**src/verilog/sfic_pkg.sv**
```systemverilog
// Notes on behaviour
// Three-bit select routes one of eight analog inputs to the measurement path.
// Host sets gain 1x for voltage inputs, 18x sense node, 9.5x switches.
// Host sets calibration disable only above 100 mV or 200 mV, else 0.
// Hot-die warning from the temperature monitor raises its event flag.
// Shutdown temperature disables all rails and sets the thermal flag.
// Rails resume when temperature recovers; mirror enable untouched by thermal fault.
// Low cell voltage raises its warning flag; operation continues normally.
// Undervoltage lockout flags, drops rails, clears mirror enable, enters standby.
// Rails stay off until lockout clears and power request is toggled.
// Mirror rail fault flags, clears mirror enable, stops regulator and LED driver.
// Six-volt rail failure flags and disables LED driver, which retries itself.
// LED supply overvoltage sets its flag; buck-boost keeps running.
// Any event sets its flag and pulls the request pin low.
// Reading the flag register clears fault bits and releases the pin.
// Persisting fault keeps its flag; pin pulled low again within 32 us.
// Mask only stops the pin; flags and protection act unchanged.
// Host masks persistent events, polls flags, unmasks after fault clears.
// Chip select low for transfers; high ignores input, output high impedance.
// Input sampled on rising serial clock, output shifted on falling edge.
// First byte is command: top bit write when 1, seven address bits.
// Address increments after each data byte while chip select stays low.
// Address pointer wraps from top address back to zero.
// Power request low: off mode, registers at defaults, SPI ignored.
// Mirror enable resets to 1; once cleared, only a request toggle restores it.
// Bytes shift most significant bit first, eight clocks per byte.
package sfic_pkg;

    ////////////////////////////////////////////////////////////////////////
    localparam int CLK_PERIOD_NS  = 40;
    localparam int REARM_TIME_US  = 32;
    localparam int REARM_CYC      = (REARM_TIME_US * 1000) / CLK_PERIOD_NS;
    localparam int REARM_W        = $clog2(REARM_CYC + 1);
    localparam int SYNC_W         = 11;

    ////////////////////////////////////////////////////////////////////////
    localparam logic [6:0] ADDR_ENABLE = 7'h01;
    localparam logic [6:0] ADDR_AFE    = 7'h0a;
    localparam logic [6:0] ADDR_FLAGS  = 7'h0c;
    localparam logic [6:0] ADDR_MASK   = 7'h0d;

    localparam int WNR_BIT        = 7;
    localparam int ENA_LED_BIT    = 0;
    localparam int ENA_MIRROR_BIT = 1;
    localparam logic [2:0] LAST_BIT = 3'h7;

    localparam logic       LED_EN_RST    = 1'b1;
    localparam logic       MIRROR_EN_RST = 1'b1;
    localparam logic [5:0] AFE_RST       = 6'h00;
    localparam logic [6:0] MASK_RST      = 7'h00;

    ////////////////////////////////////////////////////////////////////////
    localparam logic [2:0] SEL_PROBE_B  = 3'h0;
    localparam logic [2:0] SEL_LED_SUP  = 3'h1;
    localparam logic [2:0] SEL_BATTERY  = 3'h2;
    localparam logic [2:0] SEL_PROBE_A  = 3'h3;
    localparam logic [2:0] SEL_SENSE    = 3'h4;
    localparam logic [2:0] SEL_SWITCH_A = 3'h5;
    localparam logic [2:0] SEL_SWITCH_B = 3'h6;
    localparam logic [2:0] SEL_SWITCH_C = 3'h7;

    ////////////////////////////////////////////////////////////////////////
    typedef struct packed {
        logic led_supply_overvoltage;
        logic six_volt_power_fail;
        logic mirror_rail_fault;
        logic supply_undervoltage_lockout;
        logic cell_voltage_warning;
        logic thermal_shutdown_flag;
        logic hot_die_warning;
    } sfic_evt_t;

    typedef struct packed {
        logic       offset_calibration_disable;
        logic [1:0] amplifier_gain;
        logic [2:0] measure_input_select;
    } sfic_afe_t;

    typedef enum logic [3:0] {
        MODE_OFF     = 4'h1,
        MODE_STANDBY = 4'h2,
        MODE_ACTIVE1 = 4'h4,
        MODE_ACTIVE2 = 4'h8
    } sfic_mode_t;

endpackage

```
**src/verilog/sfic_sync.sv**
```systemverilog
`timescale 1ns/1ps
module sfic_sync
    import sfic_pkg::*;
#(
    parameter int W = SYNC_W
) (
    // Clock and reset
    input  wire logic         clk_in,
    input  wire logic         rst_b_in,
    // Levels
    input  wire logic [W-1:0] async_in,
    output logic      [W-1:0] sync_out
);

    logic [W-1:0] meta_r;

    always_ff @(posedge clk_in or negedge rst_b_in) begin
        if (!rst_b_in) begin
            meta_r   <= '0;
            sync_out <= '0;
        end else begin
            meta_r   <= async_in;
            sync_out <= meta_r;
        end
    end

endmodule

```
**src/verilog/sfic_sel_decode.sv**
```systemverilog
`timescale 1ns/1ps
module sfic_sel_decode
    import sfic_pkg::*;
(
    // Select code
    input  wire logic [2:0] sel_in,
    // One line per measured input
    output logic      [7:0] onehot_out
);

    genvar i;
    generate
        for (i = 0; i < 8; i++) begin : g_ch
            assign onehot_out[i] = (sel_in == 3'(i));
        end
    endgenerate

endmodule

```
**src/verilog/spi_fault_interrupt_control.sv**
```systemverilog
`timescale 1ns/1ps
module spi_fault_interrupt_control
    import sfic_pkg::*;
(
    // Clock and reset
    input  wire logic       clk_in,
    input  wire logic       rst_b_in,
    // Serial port pins
    input  wire logic       chip_select_n_in,
    input  wire logic       spi_clk_in,
    input  wire logic       spi_din_in,
    output logic            spi_dout_out,
    output logic            spi_dout_oe_out,
    // Power request pin
    input  wire logic       projector_power_request_in,
    // Protection monitor comparators
    input  wire sfic_evt_t  monitor_events_in,
    // Open-drain event request pin
    output logic            event_request_pin_n_out,
    output logic            event_request_pin_n_oe_out,
    // Power control
    output logic            mirror_rails_enable_out,
    output logic            mirror_rails_on_out,
    output logic            led_driver_on_out,
    output sfic_mode_t      mode_out,
    // Measurement path
    output logic [7:0]      measure_channel_out,
    output sfic_afe_t       afe_config_out,
    // Status
    output sfic_evt_t       event_flags_out,
    output sfic_evt_t       event_mask_out
);

    ////////////////////////////////////////////////////////////////////////
    // Pin synchronisers and serial clock edges
    logic [SYNC_W-1:0] sync_w;
    logic              cs_n_s, sclk_s, din_s, ppr_s;
    sfic_evt_t         evt_s;
    logic              sclk_d_r;

    sfic_sync #(.W(SYNC_W)) u_sync (
        .clk_in   (clk_in),
        .rst_b_in (rst_b_in),
        .async_in ({chip_select_n_in, spi_clk_in, spi_din_in,
                    projector_power_request_in, monitor_events_in}),
        .sync_out (sync_w)
    );

    assign {cs_n_s, sclk_s, din_s, ppr_s} = sync_w[10:7];
    assign evt_s     = sfic_evt_t'(sync_w[6:0]);

    wire off_mode   = ~ppr_s;
    wire cs_act     = ~cs_n_s & ~off_mode;
    wire sclk_rise  = sclk_s & ~sclk_d_r;
    wire sclk_fall  = ~sclk_s & sclk_d_r;

    ////////////////////////////////////////////////////////////////////////
    // Register state
    logic       led_en_r, mirror_en_r;
    sfic_afe_t  afe_r;
    sfic_evt_t  flags_r, mask_r;
    logic [REARM_W-1:0] holdoff_r;
    logic       irq_r, rails_r, led_r;
    sfic_mode_t mode_r;
    logic [7:0] chan_r;

    function automatic logic [7:0] rd_data(input logic [6:0] a,
                                           input logic led_en,
                                           input logic mir_en,
                                           input sfic_afe_t afe,
                                           input sfic_evt_t flg,
                                           input sfic_evt_t msk);
        logic [7:0] d;
        d = 8'h00;
        case (a)
            ADDR_ENABLE: d = {6'h00, mir_en, led_en};
            ADDR_AFE:    d = {2'h0, afe};
            ADDR_FLAGS:  d = {1'b0, flg};
            ADDR_MASK:   d = {1'b0, msk};
            default:     d = 8'h00;
        endcase
        return d;
    endfunction

    ////////////////////////////////////////////////////////////////////////
    // Serial engine
    logic [2:0] bit_cnt_r;
    logic [6:0] rx_r;
    logic       cmd_r, wnr_r;
    logic [6:0] addr_r;
    logic [7:0] tx_r;
    logic       dout_r;

    wire [7:0] rx_byte   = {rx_r, din_s};
    wire       byte_done = cs_act & sclk_rise & (bit_cnt_r == LAST_BIT);
    wire [6:0] ld_addr   = cmd_r ? rx_byte[6:0] : addr_r;
    wire       is_wr     = cmd_r ? rx_byte[WNR_BIT] : wnr_r;
    wire       rd_load   = byte_done & ~is_wr;
    wire       wr_stb    = byte_done & ~cmd_r & wnr_r;
    wire       int_rd    = rd_load & (ld_addr == ADDR_FLAGS);
    wire [6:0] addr_inc  = 7'(ld_addr + 7'h01);
    wire [6:0] addr_nxt  = (cmd_r & is_wr) ? ld_addr : addr_inc;
    wire [7:0] rd_w      = rd_data(ld_addr, led_en_r, mirror_en_r,
                                   afe_r, flags_r, mask_r);

    always_ff @(posedge clk_in or negedge rst_b_in) begin
        if (!rst_b_in) begin
            sclk_d_r  <= 1'b0;
            bit_cnt_r <= 3'h0;
            rx_r      <= 7'h00;
            cmd_r     <= 1'b1;
            wnr_r     <= 1'b0;
            addr_r    <= 7'h00;
        end else begin
            sclk_d_r <= sclk_s;
            if (!cs_act) begin
                bit_cnt_r <= 3'h0;
                cmd_r     <= 1'b1;
            end else if (sclk_rise) begin
                rx_r      <= rx_byte[6:0];
                bit_cnt_r <= 3'(bit_cnt_r + 3'h1);
                if (byte_done) begin
                    cmd_r  <= 1'b0;
                    wnr_r  <= is_wr;
                    addr_r <= addr_nxt;
                end
            end
        end
    end

    always_ff @(posedge clk_in or negedge rst_b_in) begin
        if (!rst_b_in) begin
            tx_r   <= 8'h00;
            dout_r <= 1'b0;
        end else if (!cs_act) begin
            tx_r   <= 8'h00;
            dout_r <= 1'b0;
        end else if (rd_load) begin
            tx_r   <= rd_w;
        end else if (sclk_fall) begin
            dout_r <= tx_r[7];
            tx_r   <= {tx_r[6:0], 1'b0};
        end
    end

    assign spi_dout_out    = dout_r;
    assign spi_dout_oe_out = cs_act;

    ////////////////////////////////////////////////////////////////////////
    // Writable registers
    wire wr_ena  = wr_stb & (addr_r == ADDR_ENABLE);
    wire wr_afe  = wr_stb & (addr_r == ADDR_AFE);
    wire wr_mask = wr_stb & (addr_r == ADDR_MASK);
    wire mir_clr = evt_s.supply_undervoltage_lockout
                 | evt_s.mirror_rail_fault
                 | (wr_ena & ~rx_byte[ENA_MIRROR_BIT]);

    always_ff @(posedge clk_in or negedge rst_b_in) begin
        if (!rst_b_in) begin
            led_en_r    <= LED_EN_RST;
            mirror_en_r <= MIRROR_EN_RST;
            afe_r       <= sfic_afe_t'(AFE_RST);
            mask_r      <= sfic_evt_t'(MASK_RST);
        end else if (off_mode) begin
            led_en_r    <= LED_EN_RST;
            mirror_en_r <= MIRROR_EN_RST;
            afe_r       <= sfic_afe_t'(AFE_RST);
            mask_r      <= sfic_evt_t'(MASK_RST);
        end else begin
            if (wr_ena)
                led_en_r <= rx_byte[ENA_LED_BIT];
            if (mir_clr)
                mirror_en_r <= 1'b0;
            if (wr_afe)
                afe_r <= sfic_afe_t'(rx_byte[5:0]);
            if (wr_mask)
                mask_r <= sfic_evt_t'(rx_byte[6:0]);
        end
    end

    ////////////////////////////////////////////////////////////////////////
    // Event flags and request pin
    wire [6:0] clr_w     = int_rd ? 7'h7f : 7'h00;
    wire [6:0] flags_nxt = (flags_r & ~clr_w) | evt_s;
    wire       pin_nxt   = |(flags_nxt & ~mask_r)
                         & (holdoff_r == '0) & ~int_rd;

    always_ff @(posedge clk_in or negedge rst_b_in) begin
        if (!rst_b_in) begin
            flags_r   <= '0;
            holdoff_r <= '0;
            irq_r     <= 1'b0;
        end else if (off_mode) begin
            flags_r   <= '0;
            holdoff_r <= '0;
            irq_r     <= 1'b0;
        end else begin
            flags_r <= sfic_evt_t'(flags_nxt);
            irq_r   <= pin_nxt;
            if (int_rd)
                holdoff_r <= REARM_W'(REARM_CYC);
            else if (holdoff_r != '0)
                holdoff_r <= REARM_W'(holdoff_r - 1'b1);
        end
    end

    assign event_request_pin_n_out    = 1'b0;
    assign event_request_pin_n_oe_out = irq_r;
    assign event_flags_out            = flags_r;
    assign event_mask_out             = mask_r;

    ////////////////////////////////////////////////////////////////////////
    // Rail control and operating mode
    wire rails_nxt = ppr_s & mirror_en_r & ~mir_clr
                   & ~evt_s.thermal_shutdown_flag
                   & ~evt_s.supply_undervoltage_lockout;
    wire led_nxt   = rails_nxt & led_en_r
                   & ~evt_s.six_volt_power_fail;
    logic [7:0] onehot_w;
    sfic_mode_t mode_nxt;

    always_comb begin
        case (1'b1)
            off_mode:   mode_nxt = MODE_OFF;
            ~rails_nxt: mode_nxt = MODE_STANDBY;
            ~led_nxt:   mode_nxt = MODE_ACTIVE1;
            default:    mode_nxt = MODE_ACTIVE2;
        endcase
    end

    sfic_sel_decode u_dec (
        .sel_in     (afe_r.measure_input_select),
        .onehot_out (onehot_w)
    );

    always_ff @(posedge clk_in or negedge rst_b_in) begin
        if (!rst_b_in) begin
            rails_r <= 1'b0;
            led_r   <= 1'b0;
            mode_r  <= MODE_OFF;
            chan_r  <= 8'h00;
        end else begin
            rails_r <= rails_nxt;
            led_r   <= led_nxt;
            mode_r  <= mode_nxt;
            chan_r  <= onehot_w;
        end
    end

    assign mirror_rails_enable_out = mirror_en_r;
    assign mirror_rails_on_out     = rails_r;
    assign led_driver_on_out       = led_r;
    assign mode_out                = mode_r;
    assign measure_channel_out     = chan_r;
    assign afe_config_out          = afe_r;
endmodule

```
**config.mk**
```make
export PLATFORM = sky130hd
export DESIGN_NAME = spi_fault_interrupt_control
export DESIGN_NICKNAME = d
export VERILOG_FILES = /design/src/verilog/sfic_pkg.sv /design/src/verilog/sfic_sync.sv /design/src/verilog/sfic_sel_decode.sv /design/src/verilog/spi_fault_interrupt_control.sv
export SDC_FILE = /design/constraint.sdc
export NUM_CORES = 1
export LEC_CHECK = 0
export BUFFER_PORTS_ARGS = -buffer_cell sky130_fd_sc_hd__buf_4
export CELL_PAD_IN_SITES_DETAIL_PLACEMENT = 1
export CELL_PAD_IN_SITES_GLOBAL_PLACEMENT = 2
export CORE_UTILIZATION = 25
export CTS_BUF_LIST = sky130_fd_sc_hd__clkbuf_8
export DETAILED_ROUTE_END_ITERATION = 10
export GPL_TIMING_DRIVEN = 0
export PLACE_DENSITY = 0.56
export RECOVER_POWER = 25
export SLEW_MARGIN = 25
export SYNTH_ARGS = -nofsm -noshare
export SYNTH_HDL_FRONTEND = slang
export SYNTH_SLANG_ARGS = --single-unit
```
**constraint.sdc**
```tcl
create_clock -name clk_in -period 3.3 [get_ports clk_in]
set_input_delay 0.66 -clock clk_in [delete_from_list [all_inputs] [get_ports clk_in]]
set_output_delay 0.66 -clock clk_in [all_outputs]
set_load 0.05 [all_outputs]
```
==> flow_summary.ini <==
[run_status]
outcome = finished with violations
violations = capacitance limit, slew limit

[routing]
drtPass1Iterations = 4
final_wirelength_mm = 12.5
initialDrtViolationCount = 140
dr_total_vias = 3314
via_per_inst = 4.71
route.antenna.remaining_nets = 0
detail_route.wl_per_cell_um = 17.7
residual_drc = 0

[worst_setup_path]
critical_path.reg2reg.startpoint = cmd_r
rr_worst_depth = 9
critPathMaxFanout = 16
critPathRequiredTime_ps = 3560
crit_path_end_kind = flop
criticalPathCategory = reg2reg
worst_setup_path_startpoint = cmd_r
worst_setup_start_kind = flop
crit_arrival_ps = 3260

[logic_synthesis]
yosys.area.top_type = sky130_fd_sc_hd__dfrtp_1
synth_mux_area_frac = 0.0755
synth-adder-area-share = 0.0200
synth-warning-count = 0
postSynth.topFlopCell = sky130_fd_sc_hd__dfrtp_1
syn-cell-area_mm2 = 0.00439
xor_xnor_fraction_of_synth_area = 0.0219
number_of_synthesized_flops_with_an_enable_pin = 0
fraction_of_the_yosys_area_taken_by_sequential_cells = 0.560
postSynthNetCount = 432
synth_simple_gate_area_share = 0.180
synthArstFlopShare = 1.00
syn_inst = 412
synth_top_family_by_area = simple AND/OR/NAND/NOR gates
synth.area.top_cells = sky130_fd_sc_hd__dfrtp_1, sky130_fd_sc_hd__mux2i_1, sky130_fd_sc_hd__nor2_1, sky130_fd_sc_hd__a21oi_1, sky130_fd_sc_hd__nand2_1
synthesis.area_per_instance_um2 = 10.7
ys_types = 54
post_synthesis_sequential_element_count = 98
area_fraction_in_compound_gates_after_synthesis = 0.111
synthDominantCellAreaShare = 0.536

[sta]
timing.final.crit_share = 0.911
worstMarginPinSlew_ps = 2420
rsz0062_at_grt = no
timing.slew.headroom = -0.611
slew_viol_final = 49
finalSetupTns_ps = 0
finalSetupViolations = 0
final-hold-violation-count = 0
post_route_skew_ps = 13.6
max_clock_freq_ghz = 0.333
post_layout_minimum_cycle_time_ps = 3010
final.setup.worst_slack_ps = 294

[layout]
antenna_cells_inserted = 0
n_fill_cell = 1927
fin_nets = 493
fraction_of_layout_cells_with_a_size_suffix_above_1 = 0.186
area_occupied_by_registers_mm2 = 0.00246
mostFrequentLayoutCell = sky130_fd_sc_hd__dfrtp_1
area.growth.synth_to_final_pct = 20.4
mostFrequentLayoutCells = sky130_fd_sc_hd__dfrtp_1, sky130_fd_sc_hd__nor2_1, sky130_fd_sc_hd__buf_4
area_of_combinational_cells_with_multiple_inputs_mm2 = 0.00181
final_core_util = 0.307

[clocking]
cts.reportedPaths.clkPinSlew_ps = 100
clock_insertion_delay_worst_skew_ps = 380
cts.repair.resized = 1
cts_hold_buffers = 0
clock_sinks = 98
clock_path_buffers = 2
number_of_setup_buffers_added_after_cts = 0
cts_buffers = 9
cts_root_buffer = sky130_fd_sc_hd__clkbuf_8
cts_tree = yes
h_tree_levels = 3

[floorplan]
die_area_mm2 = 0.0181
die_w_um = 135
num_rows = 48
io_pins = 52
area_of_the_placeable_core_mm2 = 0.0172
start_util = 0.255
floorplan.die.height_um = 135

[power]
peakVddDrop_v = 0.000160
power.static_leakage_nw = 2.34
power_per_cell_area_mw_per_mm2 = 526

[place]
placement.io_buffers = 50
worst_setup_slack_post_dpl_ps = -465
globalplace.congestion = 0.734
detailedPlacementHpwl_mm = 8.74

[hold_path]
holdPathStages = 0
hp-start = u_sync.meta_r[6]
min_path_type = reg2reg

[global_routing]
grt_first_pass_wirelength_mm = 20.5
track_usage = 0.150
grt_max_degree = 99
grt_antenna_before_repair = 0
vias_in_the_first_global_route = 3494
grt_remaining_overflow = 0

[flow_run]
cap_violations = 1
worst max-delay path, stage by stage, from the launching register on:
cell                       delay (ps)
sky130_fd_sc_hd__dfstp_2          710
sky130_fd_sc_hd__inv_1            120
sky130_fd_sc_hd__clkbuf_1         280
sky130_fd_sc_hd__a21boi_1         310
sky130_fd_sc_hd__ha_1             190
sky130_fd_sc_hd__a21boi_4         320
sky130_fd_sc_hd__or3b_1           410
sky130_fd_sc_hd__clkbuf_1         270
sky130_fd_sc_hd__a21oi_1          220
sky130_fd_sc_hd__nor2_1            50
Yosys cell counts, drive strengths merged (5+ instances only):
| cell type | count |
|---|---|
| dfrtp | 94 |
| mux2i | 23 |
| nand3 | 11 |
| nand2 | 29 |
| nor2b | 6 |
| a21oi | 30 |
| clkbuf | 20 |
| nand2b | 5 |
| nor2 | 52 |
| o2bb2ai | 5 |
| nand3b | 6 |
| ha | 7 |
| mux2 | 9 |
| inv | 10 |
| nor3 | 11 |
| nor3b | 6 |
| a32oi | 6 |
| o21ai | 16 |
| xnor2 | 5 |
| xor2 | 6 |
flip-flops by register name, indices dropped and copies added (netlist names), 3 cells and up:
register,cells
afe_config_out,6
measure_channel_out,8
event_mask_out,7
bit_cnt_r,3
rx_r,7
u_sync.meta_r,11
holdoff_r,10
event_flags_out,7
tx_r,8
mode_out,4
u_sync.sync_out,11
addr_r,7
where the power goes:
part	leakage [nW]	internal (mW)	switching, mW
registers	1.28	1.27	0.0521
clock network	0.0984	0.349	0.448
logic	0.965	0.248	0.416
total	2.34	1.86	0.916
kinds of logic (layout without fill, tap and decap cells):
family          after synthesis  in the layout
simple gates                152            152
flops                        98             98
compound gates               78             78
buf+inv                      33             99
mux                          32             32
xor+xnor                     11             11
fa+ha+maj                     7              7
other cells                   1              1
metal layers:
metal  wire length, µm  up-vias  track usage  share of wire
met5                 0        -            0              0
met4               206        0       0.0581          0.017
met3               279       12       0.0252          0.022
met2              5710       41        0.231           0.46
met1              6260     1705        0.211           0.50
li1                  -     1556            -              -
through the flow:
stage	instance area (µm²)	cells	hold slack [ps]	power, mW
final	5280	703	355	2.78
after global routing	5280	703	364	2.95
after CTS	5240	702	352	2.83
after detailed placement	5050	687	336	2.01
after global placement	5050	687	332	1.99
after floorplan	4390	412	331	1.80
path summary, 6_finish.rpt:
kind	end	slack, ps
worst max-delay path	event_flags_out[1]	290
worst min-delay path	u_sync.sync_out[6]	360
worst max register to register	event_flags_out[1]	290
worst min register to register	u_sync.sync_out[6]	360
max in group asynchronous	event_mask_out[1]	700
min in group asynchronous	u_sync.sync_out[9]	1190
area by class of cell:
| class | count | area share |
|---|---|---|
| clock buffer | 9 | 0.0234 |
| clock inverter | 7 | 0.0133 |
| multi-input combinational | 281 | 0.343 |
| inverter | 11 | 0.00781 |
| timing repair buffer | 51 | 0.0767 |
| buffer | 21 | 0.0170 |
| sequential | 98 | 0.465 |
| tap | 225 | 0.0533 |
No activity file was read; power rests on OpenSTA's default activity.
